===== config.mk =====
export PLATFORM = sky130hd
export DESIGN_NAME = pcs_auto_negotiation
export DESIGN_NICKNAME = d
export VERILOG_FILES = /design/src/pcs_an_pkg.sv /design/src/pcs_auto_negotiation.sv
export SDC_FILE = /design/constraint.sdc
export NUM_CORES = 1
export LEC_CHECK = 0
export BUFFER_PORTS_ARGS = -buffer_cell sky130_fd_sc_hd__buf_2
export CAP_MARGIN = 20
export CORE_UTILIZATION = 57
export CTS_BUF_LIST = sky130_fd_sc_hd__clkbuf_8
export DETAILED_ROUTE_END_ITERATION = 8
export PLACE_DENSITY = 0.83
export SYNTH_ARGS = -nofsm -noshare
export SYNTH_HDL_FRONTEND = slang
export SYNTH_SLANG_ARGS = --single-unit

===== constraint.sdc =====
create_clock -name core_clk_i -period 3.5 [get_ports core_clk_i]
set_input_delay 0.35 -clock core_clk_i [delete_from_list [all_inputs] [get_ports core_clk_i]]
set_output_delay 0.35 -clock core_clk_i [all_outputs]
set_load 0.005 [all_outputs]

===== src/pcs_an_pkg.sv =====
package pcs_an_pkg;

  // ==========================================================
  // timing at the 20 MHz core clock
  localparam int unsigned CLK_PERIOD_NS        = 50;
  localparam int unsigned LINK_TIMER_BASEX_NS  = 10_000_000; // 10 ms
  localparam int unsigned LINK_TIMER_SGMII_NS  = 1_600_000;  // 1.6 ms
  localparam int unsigned LINK_TIMER_BASEX_CYC = LINK_TIMER_BASEX_NS / CLK_PERIOD_NS;
  localparam int unsigned LINK_TIMER_SGMII_CYC = LINK_TIMER_SGMII_NS / CLK_PERIOD_NS;
  localparam int unsigned TIMER_W              = 18;
  localparam int unsigned MATCH_NEEDED         = 3;

  // ==========================================================
  // register indices, byte address is four times the index
  localparam logic [7:0] IDX_CTRL      = 8'h00;
  localparam logic [7:0] IDX_STATUS    = 8'h01;
  localparam logic [7:0] IDX_ADVERT    = 8'h04;
  localparam logic [7:0] IDX_PARTNER   = 8'h05;
  localparam logic [7:0] IDX_IRQ_CTRL  = 8'h10;
  localparam logic [7:0] IDX_EVT_STAT  = 8'h12;
  localparam logic [7:0] IDX_EVT_MASK  = 8'h13;

  // ==========================================================
  // field positions
  localparam int unsigned CTRL_SGMII_BIT    = 0;
  localparam int unsigned CTRL_PHY_BIT      = 1;
  localparam int unsigned CTRL_2G5_BIT      = 2;
  localparam int unsigned CTRL_RESTART_BIT  = 9;
  localparam int unsigned CTRL_AN_EN_BIT    = 12;
  localparam int unsigned STAT_LINK_BIT     = 2;
  localparam int unsigned STAT_ABLE_BIT     = 3;
  localparam int unsigned STAT_DONE_BIT     = 5;
  localparam int unsigned IRQC_EN_BIT       = 0;
  localparam int unsigned IRQC_STAT_BIT     = 1;
  localparam int unsigned WORD_ACK_BIT      = 14;
  localparam int unsigned EVT_W             = 4;

  // ==========================================================
  // reset values and fixed words
  localparam logic [15:0] ADVERT_RESET      = 16'h0020;
  localparam logic [15:0] SGMII_MAC_WORD    = 16'h4001;
  localparam logic [1:0]  SPEED_1G          = 2'h2;
  localparam logic [2:0]  EBUF_UNDERFLOW    = 3'h5;
  localparam logic [2:0]  EBUF_OVERFLOW     = 3'h6;
  localparam logic [1:0]  RESP_OKAY         = 2'h0;
  localparam logic [1:0]  RESP_SLVERR       = 2'h2;

  typedef enum logic [2:0] {
    ST_DISABLED = 3'h0,
    ST_RESTART  = 3'h1,
    ST_ABILITY  = 3'h2,
    ST_ACK      = 3'h3,
    ST_COMPLETE = 3'h4,
    ST_IDLE_DET = 3'h5,
    ST_LINK_OK  = 3'h6
  } an_state_t;

endpackage : pcs_an_pkg


===== src/pcs_auto_negotiation.sv =====
// Implementation choices: register access over AXI4-Lite and the placing of the registers.
`timescale 1ns/1ps
`default_nettype none

module pcs_auto_negotiation #(
  parameter int unsigned LINK_TIMER_BASEX = pcs_an_pkg::LINK_TIMER_BASEX_CYC,
  parameter int unsigned LINK_TIMER_SGMII = pcs_an_pkg::LINK_TIMER_SGMII_CYC
) (
  input  wire logic        core_clk_i,
  input  wire logic        arst_n_i,
  input  wire logic        ce_i,
  input  wire logic [9:0]  s_axi_awaddr_i,
  input  wire logic        s_axi_awvalid_i,
  output logic             s_axi_awready_o,
  input  wire logic [31:0] s_axi_wdata_i,
  input  wire logic [3:0]  s_axi_wstrb_i,
  input  wire logic        s_axi_wvalid_i,
  output logic             s_axi_wready_o,
  output logic [1:0]       s_axi_bresp_o,
  output logic             s_axi_bvalid_o,
  input  wire logic        s_axi_bready_i,
  input  wire logic [9:0]  s_axi_araddr_i,
  input  wire logic        s_axi_arvalid_i,
  output logic             s_axi_arready_o,
  output logic [31:0]      s_axi_rdata_o,
  output logic [1:0]       s_axi_rresp_o,
  output logic             s_axi_rvalid_o,
  input  wire logic        s_axi_rready_i,
  input  wire logic        sync_ok_i,
  input  wire logic        rx_cfg_valid_i,
  input  wire logic [15:0] rx_cfg_word_i,
  input  wire logic        rx_idle_i,
  input  wire logic [2:0]  clk_cor_count_i,
  input  wire logic [2:0]  elastic_buf_state_i,
  input  wire logic        negotiation_restart_request_i,
  input  wire logic [15:0] advert_config_bus_i,
  input  wire logic        advert_config_qualifier_i,
  output logic             tx_cfg_send_o,
  output logic [15:0]      tx_cfg_word_o,
  output logic [7:0]       status_bus_o,
  output logic             negotiation_done_irq_o,
  output logic             event_irq_o
);

  // ==========================================================
  // negotiation state
  pcs_an_pkg::an_state_t         state, next_state;
  logic [pcs_an_pkg::TIMER_W-1:0] tmr, next_tmr, tmr_end, next_tmr_end;
  logic [1:0]                    match_cnt, next_match_cnt;
  logic [15:0]                   last_word, next_last_word;
  logic [15:0]                   partner, next_partner;
  logic                          done_flag, next_done_flag;
  logic                          restart_pin_d, next_restart_pin_d;
  logic                          start_tmr, tmr_done, good_word, buf_err, frag;
  logic                          restart_req, an_restart_evt, an_done_evt;

  // ==========================================================
  // register and bus state
  logic [15:0]                   ctrl, next_ctrl, advert, next_advert;
  logic [1:0]                    irq_ctrl, next_irq_ctrl;
  logic [pcs_an_pkg::EVT_W-1:0]  evt_stat, next_evt_stat, evt_mask, next_evt_mask;
  logic                          aw_have, next_aw_have, w_have, next_w_have;
  logic [7:0]                    aw_idx, next_aw_idx;
  logic [31:0]                   w_data, next_w_data;
  logic [3:0]                    w_strb, next_w_strb;
  logic                          bvalid, next_bvalid, rvalid, next_rvalid;
  logic [1:0]                    bresp, next_bresp, rresp, next_rresp;
  logic [31:0]                   rdata, next_rdata;
  logic                          wr_fire, rd_fire;
  logic [7:0]                    ar_idx;
  logic [15:0]                   tx_word, status_word;
  logic [pcs_an_pkg::EVT_W-1:0]  evt_set;

  // fragments and elastic buffer errors make a word untrustworthy
  assign frag      = rx_cfg_valid_i && (clk_cor_count_i != 3'h0);
  assign buf_err   = (elastic_buf_state_i == pcs_an_pkg::EBUF_UNDERFLOW) ||
                     (elastic_buf_state_i == pcs_an_pkg::EBUF_OVERFLOW);
  assign good_word = rx_cfg_valid_i && !frag && !buf_err;
  assign tmr_done  = (tmr >= tmr_end);
  assign restart_req = ctrl[pcs_an_pkg::CTRL_RESTART_BIT] ||
                       (negotiation_restart_request_i && !restart_pin_d);

  // outgoing word: fixed in SGMII MAC mode, advertisement with speed forced to 1G in SGMII PHY 2.5G mode, else advertisement register
  always_comb
  begin
    tx_word = advert;
    if (ctrl[pcs_an_pkg::CTRL_SGMII_BIT] && !ctrl[pcs_an_pkg::CTRL_PHY_BIT])
      tx_word = pcs_an_pkg::SGMII_MAC_WORD;
    else if (ctrl[pcs_an_pkg::CTRL_SGMII_BIT] && ctrl[pcs_an_pkg::CTRL_2G5_BIT])
      tx_word[11:10] = pcs_an_pkg::SPEED_1G;
  end

  // negotiation next state
  always_comb
  begin
    next_state         = state;
    next_match_cnt     = match_cnt;
    next_last_word     = last_word;
    next_partner       = partner;
    next_done_flag     = done_flag;
    next_restart_pin_d = negotiation_restart_request_i;
    start_tmr          = 1'b0;
    an_done_evt        = 1'b0;
    an_restart_evt     = 1'b0;
    unique case (state)
      pcs_an_pkg::ST_DISABLED: ;
      pcs_an_pkg::ST_RESTART:
        if (tmr_done)
          next_state = pcs_an_pkg::ST_ABILITY;
      pcs_an_pkg::ST_ABILITY:
        if (good_word && rx_cfg_word_i != 16'h0000)
        begin
          // three matching words, ack bit ignored, settle the partner
          if ((rx_cfg_word_i & ~16'h4000) == (last_word & ~16'h4000))
            next_match_cnt = match_cnt + 2'h1;
          else
            next_match_cnt = 2'h1;
          next_last_word = rx_cfg_word_i;
          next_partner   = rx_cfg_word_i;
          if (32'(next_match_cnt) >= pcs_an_pkg::MATCH_NEEDED)
            next_state = pcs_an_pkg::ST_ACK;
        end
      pcs_an_pkg::ST_ACK:
        if (good_word && rx_cfg_word_i[pcs_an_pkg::WORD_ACK_BIT])
        begin
          next_state = pcs_an_pkg::ST_COMPLETE;
          start_tmr  = 1'b1;
        end
      pcs_an_pkg::ST_COMPLETE:
        if (tmr_done)
        begin
          next_state = pcs_an_pkg::ST_IDLE_DET;
          start_tmr  = 1'b1;
        end
      pcs_an_pkg::ST_IDLE_DET:
        if (tmr_done && rx_idle_i)
        begin
          next_state     = pcs_an_pkg::ST_LINK_OK;
          next_done_flag = 1'b1;
          an_done_evt    = 1'b1;
        end
      pcs_an_pkg::ST_LINK_OK:
        if (good_word)
          next_state = pcs_an_pkg::ST_ABILITY;
      default:
        next_state = pcs_an_pkg::ST_RESTART;
    endcase
    // disabled at both ends: no words are sent, link follows sync
    if (!ctrl[pcs_an_pkg::CTRL_AN_EN_BIT])
    begin
      next_state     = pcs_an_pkg::ST_DISABLED;
      next_done_flag = 1'b0;
    end
    else if (!sync_ok_i || restart_req || state == pcs_an_pkg::ST_DISABLED)
    begin
      next_state     = pcs_an_pkg::ST_RESTART;
      next_done_flag = 1'b0;
      start_tmr      = 1'b1;
      an_restart_evt = 1'b1;
    end
    if (next_state == pcs_an_pkg::ST_ABILITY && state != pcs_an_pkg::ST_ABILITY)
      next_match_cnt = 2'h0;
    // terminal count chosen at start, a mode change mid-cycle waits
    next_tmr_end = tmr_end;
    next_tmr     = tmr_done ? tmr : tmr + 1'b1;
    if (start_tmr)
    begin
      next_tmr     = '0;
      next_tmr_end = ctrl[pcs_an_pkg::CTRL_SGMII_BIT] ? LINK_TIMER_SGMII[pcs_an_pkg::TIMER_W-1:0]
                                                      : LINK_TIMER_BASEX[pcs_an_pkg::TIMER_W-1:0];
    end
  end

  // status word, events and bus decode
  always_comb
  begin
    status_word = '0;
    status_word[pcs_an_pkg::STAT_DONE_BIT] = done_flag;
    status_word[pcs_an_pkg::STAT_ABLE_BIT] = 1'b1;
    status_word[pcs_an_pkg::STAT_LINK_BIT] = sync_ok_i &&
      (state == pcs_an_pkg::ST_LINK_OK || state == pcs_an_pkg::ST_DISABLED);
    evt_set = {frag, buf_err && rx_cfg_valid_i, an_restart_evt, an_done_evt};
    wr_fire = aw_have && w_have && !bvalid;
    ar_idx  = s_axi_araddr_i[9:2];
    rd_fire = s_axi_arvalid_i && s_axi_arready_o;                          // take only while ready shows
  end

  // register file next state
  always_comb
  begin
    next_ctrl     = ctrl;
    next_ctrl[pcs_an_pkg::CTRL_RESTART_BIT] = 1'b0;                        // self-clearing
    next_advert   = advert;
    next_irq_ctrl = irq_ctrl;
    next_evt_mask = evt_mask;
    next_evt_stat = evt_stat;
    // a channel is taken only at an edge where its ready output is high
    next_aw_have  = aw_have || (s_axi_awvalid_i && s_axi_awready_o);
    next_aw_idx   = (s_axi_awready_o && s_axi_awvalid_i) ? s_axi_awaddr_i[9:2] : aw_idx;
    next_w_have   = w_have || (s_axi_wvalid_i && s_axi_wready_o);
    next_w_data   = (s_axi_wready_o && s_axi_wvalid_i) ? s_axi_wdata_i : w_data;
    next_w_strb   = (s_axi_wready_o && s_axi_wvalid_i) ? s_axi_wstrb_i : w_strb;
    next_bvalid   = bvalid && !s_axi_bready_i;
    next_bresp    = bresp;
    next_rvalid   = rvalid && !s_axi_rready_i;
    next_rresp    = rresp;
    next_rdata    = rdata;
    if (advert_config_qualifier_i)
      next_advert = advert_config_bus_i;
    if (wr_fire)
    begin
      next_aw_have = 1'b0;
      next_w_have  = 1'b0;
      next_bvalid  = 1'b1;
      next_bresp   = pcs_an_pkg::RESP_OKAY;
      unique case (aw_idx)
        pcs_an_pkg::IDX_CTRL:
        begin
          if (w_strb[0]) next_ctrl[7:0]  = w_data[7:0];
          if (w_strb[1]) next_ctrl[15:8] = w_data[15:8];
        end
        pcs_an_pkg::IDX_ADVERT:
        begin
          if (w_strb[0]) next_advert[7:0]  = w_data[7:0];
          if (w_strb[1]) next_advert[15:8] = w_data[15:8];
        end
        pcs_an_pkg::IDX_IRQ_CTRL:
          if (w_strb[0]) next_irq_ctrl = w_data[1:0] & irq_ctrl | {1'b0, w_data[0]};
        pcs_an_pkg::IDX_EVT_MASK:
          if (w_strb[0]) next_evt_mask = w_data[pcs_an_pkg::EVT_W-1:0];
        pcs_an_pkg::IDX_STATUS, pcs_an_pkg::IDX_PARTNER, pcs_an_pkg::IDX_EVT_STAT: ;
        default:
          next_bresp = pcs_an_pkg::RESP_SLVERR;
      endcase
    end
    if (rd_fire)
    begin
      next_rvalid = 1'b1;
      next_rresp  = pcs_an_pkg::RESP_OKAY;
      next_rdata  = '0;
      unique case (ar_idx)
        pcs_an_pkg::IDX_CTRL:     next_rdata[15:0] = ctrl;
        pcs_an_pkg::IDX_STATUS:   next_rdata[15:0] = status_word;
        pcs_an_pkg::IDX_ADVERT:   next_rdata[15:0] = advert;
        pcs_an_pkg::IDX_PARTNER:  next_rdata[15:0] = partner;
        pcs_an_pkg::IDX_IRQ_CTRL: next_rdata[1:0]  = irq_ctrl;
        pcs_an_pkg::IDX_EVT_MASK: next_rdata[pcs_an_pkg::EVT_W-1:0] = evt_mask;
        pcs_an_pkg::IDX_EVT_STAT:
        begin
          next_rdata[pcs_an_pkg::EVT_W-1:0] = evt_stat;
          next_evt_stat = '0;                                              // read clears
        end
        default:
          next_rresp = pcs_an_pkg::RESP_SLVERR;
      endcase
    end
    // hardware sets win over clears
    next_evt_stat = next_evt_stat | evt_set;
    if (an_done_evt && irq_ctrl[pcs_an_pkg::IRQC_EN_BIT])
      next_irq_ctrl[pcs_an_pkg::IRQC_STAT_BIT] = 1'b1;
  end

  // negotiation registers
  always_ff @(posedge core_clk_i or negedge arst_n_i)
  begin
    if (!arst_n_i)
    begin
      state         <= pcs_an_pkg::ST_RESTART;
      tmr           <= '0;
      tmr_end       <= LINK_TIMER_BASEX[pcs_an_pkg::TIMER_W-1:0];
      match_cnt     <= 2'h0;
      last_word     <= 16'h0000;
      partner       <= 16'h0000;
      done_flag     <= 1'b0;
      restart_pin_d <= 1'b0;
    end
    else if (ce_i)
    begin
      state         <= next_state;
      tmr           <= next_tmr;
      tmr_end       <= next_tmr_end;
      match_cnt     <= next_match_cnt;
      last_word     <= next_last_word;
      partner       <= next_partner;
      done_flag     <= next_done_flag;
      restart_pin_d <= next_restart_pin_d;
    end
  end

  // register file, bus and output flops
  always_ff @(posedge core_clk_i or negedge arst_n_i)
  begin
    if (!arst_n_i)
    begin
      ctrl <= 16'h1000;
      advert <= pcs_an_pkg::ADVERT_RESET;
      irq_ctrl <= 2'h0;
      evt_stat <= '0;
      evt_mask <= '0;
      aw_have <= 1'b0;
      aw_idx <= 8'h00;
      w_have <= 1'b0;
      w_data <= 32'h0000_0000;
      w_strb <= 4'h0;
      bvalid <= 1'b0;
      bresp <= 2'h0;
      rvalid <= 1'b0;
      rresp <= 2'h0;
      rdata <= 32'h0000_0000;
      s_axi_awready_o <= 1'b0;
      s_axi_wready_o <= 1'b0;
      s_axi_arready_o <= 1'b0;
      tx_cfg_send_o <= 1'b0;
      tx_cfg_word_o <= 16'h0000;
      status_bus_o <= 8'h00;
      negotiation_done_irq_o <= 1'b0;
      event_irq_o <= 1'b0;
    end
    else if (ce_i)
    begin
      ctrl <= next_ctrl;
      advert <= next_advert;
      irq_ctrl <= next_irq_ctrl;
      evt_stat <= next_evt_stat;
      evt_mask <= next_evt_mask;
      aw_have <= next_aw_have;
      aw_idx <= next_aw_idx;
      w_have <= next_w_have;
      w_data <= next_w_data;
      w_strb <= next_w_strb;
      bvalid <= next_bvalid;
      bresp <= next_bresp;
      rvalid <= next_rvalid;
      rresp <= next_rresp;
      rdata <= next_rdata;
      s_axi_awready_o <= !next_aw_have;
      s_axi_wready_o <= !next_w_have;
      s_axi_arready_o <= !next_rvalid;
      // words go out from restart through complete, zero during restart
      tx_cfg_send_o <= next_state inside {pcs_an_pkg::ST_RESTART, pcs_an_pkg::ST_ABILITY,
                                          pcs_an_pkg::ST_ACK, pcs_an_pkg::ST_COMPLETE};
      tx_cfg_word_o <= (next_state == pcs_an_pkg::ST_RESTART) ? 16'h0000 :
                       (next_state == pcs_an_pkg::ST_ABILITY) ? tx_word :
                       (tx_word | 16'h4000);
      // done, pause, fault, speed, duplex of the partner
      status_bus_o <= {next_partner[12], next_partner[11:10], next_partner[13:12] & {2{!ctrl[0]}},
                       next_partner[8:7], next_done_flag};
      negotiation_done_irq_o <= next_irq_ctrl[pcs_an_pkg::IRQC_EN_BIT] &&
                                next_irq_ctrl[pcs_an_pkg::IRQC_STAT_BIT];
      event_irq_o <= |(next_evt_stat & next_evt_mask);
    end
  end

  assign s_axi_bvalid_o = bvalid;
  assign s_axi_bresp_o  = bresp;
  assign s_axi_rvalid_o = rvalid;
  assign s_axi_rresp_o  = rresp;
  assign s_axi_rdata_o  = rdata;
endmodule : pcs_auto_negotiation

`default_nettype wire


# == Yosys cells after proc, flatten, opt, wreduce, memory -nomap -nowiden ==
# Index checks and enable logic that the tools add are counted.
# classes
n_eq_ne,27
reduce_logical,61
n_lt_le_gt_ge,2
addsub,2
n_mux,67
bitwise,5
# op_table
op,count
16-bit 2-to-1 mux,4
18-bit 2-to-1 mux,3
"8-bit by 5-bit == test with 1-bit output, second input constant",6
12-bit one-hot mux with 4 select lines,1
"8-bit by 3-bit == test with 1-bit output, second input constant",4
10-bit 2-to-1 mux,3
14-bit 2-to-1 mux,2
2-bit 2-to-1 mux,14
3-bit 2-to-1 mux,9
4-bit 2-to-1 mux,6
8-bit 2-to-1 mux,3
2-bit one-hot mux with 6 select lines,2
1-bit logical AND,21
3-bit one-hot mux with 7 select lines,1
"18-bit by 1-bit adder with 18-bit output, second input constant",1
"3-bit == test, second input constant",6
18-bit >= comparator,1
1-bit 2-to-1 mux,17
"8-bit by 1-bit == test with 1-bit output, second input constant",2
8-bit zero test,2
16-bit nonzero test,1
15-bit == test,1
15-bit 2-to-1 mux,1
7-bit OR reduction,2
21 further kinds,51
# totals
elab_cells,198
output_inout_bits,68
regBits,197
input_bits,107

# == Logic depth before layout (Yosys ltp) ==
# depth
ltp_word,18
depth_mapped,10
depth_no_buf,9

# == Worst setup path before layout ==
# Ideal clock, no wire load.
# synth_path
path_kind,flip-flop to flip-flop
startpoint,reg tmr_end[16] (netlist name)
endpoint,reg match_cnt[1]
arrival_ps,2509
setup_time_ps,120
path_stages_with_launch,10
slack_ps,871
path_buffers,0
t_required_ps,3380
path_cell_list,dfstp_2 -> inv_1 -> ha_1 -> nand4b_1 -> or3_1 -> o21ai_0 -> a211oi_1 -> a211oi_1 -> nand4b_1 -> a31o_2
# synth_between
elab_chain_cells,10
elab_cells_between_ends,14
classes_between,order compare (1); eq/ne (1); mux (7); reduce/logical (5)
# synth_lines
item,line_no,rtl
"start, declared",pcs_auto_negotiation.sv:48,"logic [pcs_an_pkg::TIMER_W-1:0] tmr, next_tmr, tmr_end, next_tmr_end;"
"start signal, assigned",pcs_auto_negotiation.sv:270,tmr_end <= LINK_TIMER_BASEX[pcs_an_pkg::TIMER_W-1:0];
"start signal, assigned",pcs_auto_negotiation.sv:281,tmr_end <= next_tmr_end;
18-bit >= comparator (*),pcs_auto_negotiation.sv:79,assign tmr_done = (tmr >= tmr_end);
1-bit logical AND,pcs_auto_negotiation.sv:136,if (tmr_done && rx_idle_i)
3-bit 2-to-1 mux,pcs_auto_negotiation.sv:136,
3-bit one-hot mux with 7 select lines (*),pcs_auto_negotiation.sv:105,unique case (state)
3-bit 2-to-1 mux (*),pcs_auto_negotiation.sv:154,else if (!sync_ok_i || restart_req || state == pcs_an_pkg::ST_DISABLED)
3-bit 2-to-1 mux (*),pcs_auto_negotiation.sv:149,if (!ctrl[pcs_an_pkg::CTRL_AN_EN_BIT])
3-bit by 2-bit == test with 1-bit output (*),pcs_auto_negotiation.sv:161,if (next_state == pcs_an_pkg::ST_ABILITY && state != pcs_an_pkg::ST_ABILITY)
1-bit logical AND (*),pcs_auto_negotiation.sv:161,
2-bit nonzero test (no line),n/a,
3-bit AND reduction (no line),n/a,
"end signal, assigned",pcs_auto_negotiation.sv:282,match_cnt <= next_match_cnt;
"end, declared",pcs_auto_negotiation.sv:49,"logic [1:0] match_cnt, next_match_cnt;"
# Mark *: on every way between the ends. The rest lies on a longest branch, timed or not.
# A chain may end at the register's enable or synchronous reset.

# == Worst setup path in the final report ==
# Same ends and word-level chain as after synthesis.

==> results.py <==
metrics = {
    "layout": {
        "final_common_cell": "dfrtp_1",
        "antenna_cells": 0,
        "final_cells": 1104,
        "fill_cells": 1058,
        "syn_to_final_growth_pct": 14.1,
        "layout_common_cells": "dfrtp_1 (159), buf_2 (133), nand2_1 (106), nor2_1 (68), a21oi_1 (54)",
        "final_layout_size_suffix_gt1_share_pct": 26.9,
        "nets": 1030,
    },
    "sta": {
        "clock_skew_ns": 0.0156,
        "hold_violations": 0,
        "fin_crit_sh_pct": 87.5,
        "setup_violations": 0,
        "max_freq_mhz": 326,
        "fin_tns_setup_ns": 0,
        "relSlewSlack_pct": 42.0,
        "period_needed_ns": 3.06,
        "finalMaxSlewViolations": 0,
        "tightest_slew_ns": 0.867,
        "grt_setup_unrepaired": "no",
    },
    "placed_design": {
        "place_inst": 1071,
        "io_buffers": 134,
        "place_hpwl_um": 13700,
        "gp_congestion": 0.856,
    },
    "worst_setup_path": {
        "critical_path_class": "flip-flop to flip-flop",
        "cp_top_family": "compound AO/OA/AOI/OAI gates",
        "worst-path-buf-inv": 1,
        "worst_setup_path_end_kind": "flip-flop",
        "cp_max_fo": 4,
        "worst_path_largest_cell_delay_ns": 0.55,
        "r2r_setup_slack_ns": 0.44,
        "critPathLaunchType": "flip-flop",
        "cpMaxStageDelayCell": "dfstp_2",
        "r2r_start": "tmr_end[16]",
        "r2r_cells": 9,
        "arrival_ns": 3.41,
        "r2r-end": "match_cnt[1]",
        "crit_chain": "inv_1, ha_1, nand4b_1, or3_1, o21ai_0, a211oi_1, a211oi_1, nand4b_1, a31o_2",
        "cp_num_cells": 9,
        "crit_required_ns": 3.85,
    },
    "floorplan": {
        "io_pins": 175,
        "dieArea_mm2": 0.0145,
        "die_x_um": 121,
        "fp.coreArea_mm2": 0.0135,
        "start_util_pct": 59.4,
        "die_y_um": 121,
        "rows": 42,
    },
    "synth": {
        "synth_top_family_by_area": "simple AND/OR/NAND/NOR gates",
        "syn-cell-area_mm2": 0.00802,
        "synth_compound_area_share_pct": 12.9,
        "synthMuxAreaShare_pct": 10.6,
        "syn_inst": 786,
        "synth_area_per_cell_um2": 10.2,
        "synth_edf_count": 0,
        "synth-seq-cells": 163,
        "synth-adder-area-share_pct": 1.25,
        "synthArstFlopShare_pct": 100,
        "yosysSeqAreaShare_pct": 50.9,
        "synth_top_flop_cell": "dfrtp_1",
        "synthSimpleGateAreaFrac_pct": 15.6,
        "yosysUniqueCellTypes": 62,
        "synth_xor_area_share_pct": 3.39,
        "synth_warnings": 0,
    },
    "min_path": {
        "min_to": "aw_idx[4]",
        "holdPathStages": 2,
        "min-delay-start": "s_axi_awaddr_i[6]",
        "hold_path.class": "input port to flip-flop",
    },
    "pwr": {
        "powerDensity_mw_per_mm2": 544,
        "leakage_nw": 4.42,
        "vdd_drop_max_uv": 450,
    },
    "grt": {
        "antenna_found_initial": 0,
        "grt_pass1_vias": 6215,
        "grt_max_degree": 94,
        "grt_pass1_wl_um": 31100,
        "gr-total-overflow": 0,
        "grt_usage_pct": 27.7,
    },
    "drt": {
        "wl_um": 18900,
        "drt_pass1_iterations": 5,
        "via_count": 6420,
        "dr.first_iter.drc_count": 377,
        "ant_nets": 0,
        "drc": 0,
        "vias_per_cell": 5.82,
        "wl_per_cell_um": 17.1,
    },
    "clock_network": {
        "cts-htree-levels": 4,
        "cts_num_sinks": 163,
        "worst_skew_pair.late_latency_ns": 0.46,
        "post_cts_resized": 0,
        "cts-root-buf": "clkbuf_8",
        "tritoncts": "yes",
        "clk_pin_slew_worst_paths_ns": 0.09,
        "post_cts_buffers": 0,
        "numCtsBuffers": 17,
        "cts.path.max_buffers": 2,
    },
    "job": {
        "maxCapViolations": 0,
    },
    "run_status": {
        "status": "completed",
    },
}
## final cells by class
type,count,area (um2),area share (%)
clock inverter,15,131,1.44
clock buffer,17,234,2.56
inverter,27,101,1.11
multi-input combinational,558,3590,39.2
tap,176,220,2.41
sequential,163,4080,44.6
timing repair buffer,148,797,8.71
## layer usage
metal,share of wire (%),up-vias,global-route usage [%]
li1,-,2991,-
met1,44,3149,37.6
met2,48,248,44.4
met3,6.0,32,5.80
met4,2.1,0,9.18
met5,0,-,0
## synth_stat cells, types with 11 or more instances
cell      count  area share [%]
clkbuf_1     22             1.0
xor2_1       17             1.9
mux2i_1      21             2.6
buf_4        24             2.2
o21ai_0      30             1.9
nor2_1       68             3.2
dfrtp_1     159              50
nand3_1      11            0.69
o22ai_1      17             1.3
mux2_2       53             7.4
nand2_1     106             5.0
nor3_1       16             1.0
xnor2_1      14             1.5
a22o_1       18             2.0
a21oi_1      54             3.4
inv_1        27             1.3
nor4_1       11            0.86
## repair_timing
item | 4_1_cts | 5_1_grt
setup endpoints to repair | 0 | 0
endpoints found under the hold margin | 68 | 0
hold buffers | 1 | 0
## per-stage QoR
stage	hold slack [ns]	setup WS [ns]	cell area, um2	util, %	power (mW)
after floorplan	0.0544	0.871	8080	-	3.31
after global placement	0.399	0.576	8780	65.0	3.65
after detailed placement	0.397	0.483	8780	65.0	3.71
after CTS	0.0947	0.469	9160	67.8	5.00
after global routing	0.0854	0.194	9160	67.8	5.27
final	0.112	0.436	9160	67.8	4.98
## worst max-delay path by stage
stage | startpoint | to | slack, ns
2_1_floorplan | tmr_end[16] | match_cnt[1] | 0.87
3_3_place_gp | tmr_end[16] | match_cnt[1] | 0.58
3_5_place_dp | tmr_end[16] | match_cnt[1] | 0.48
4_1_cts | tmr_end[16] | match_cnt[1] | 0.47
5_1_grt | tmr_end[16] | match_cnt[1] | 0.19
6_report | tmr_end[16] | match_cnt[1] | 0.44
## state kept, by name, summed over array words and instances, names as in the netlist, 6 cells and up
signal         flops
tmr               18
advert            16
ctrl              16
last_word         16
s_axi_rdata_o     16
tx_cfg_word_o     16
w_data            16
aw_idx             8
partner            6
## kinds of logic (layout without fill, tap and decap cells)
group / Yosys count / count (layout)
buf+inv: 82 / 207
xor+xnor: 31 / 31
flops: 163 / 163
compound gates: 162 / 162
simple gates: 263 / 263
mux: 76 / 76
other cells: 1 / 18
fa+ha+maj: 8 / 8
## report_power, final
| part | total (mW) | leakage (nW) | internal [mW] | switching (mW) |
|---|---|---|---|---|
| registers | 2.61 | 2.05 | 2.25 | 0.356 |
| logic | 1.08 | 2.18 | 0.532 | 0.549 |
| clock network | 1.29 | 0.192 | 0.569 | 0.721 |
(Power assumes the default switching activity.)
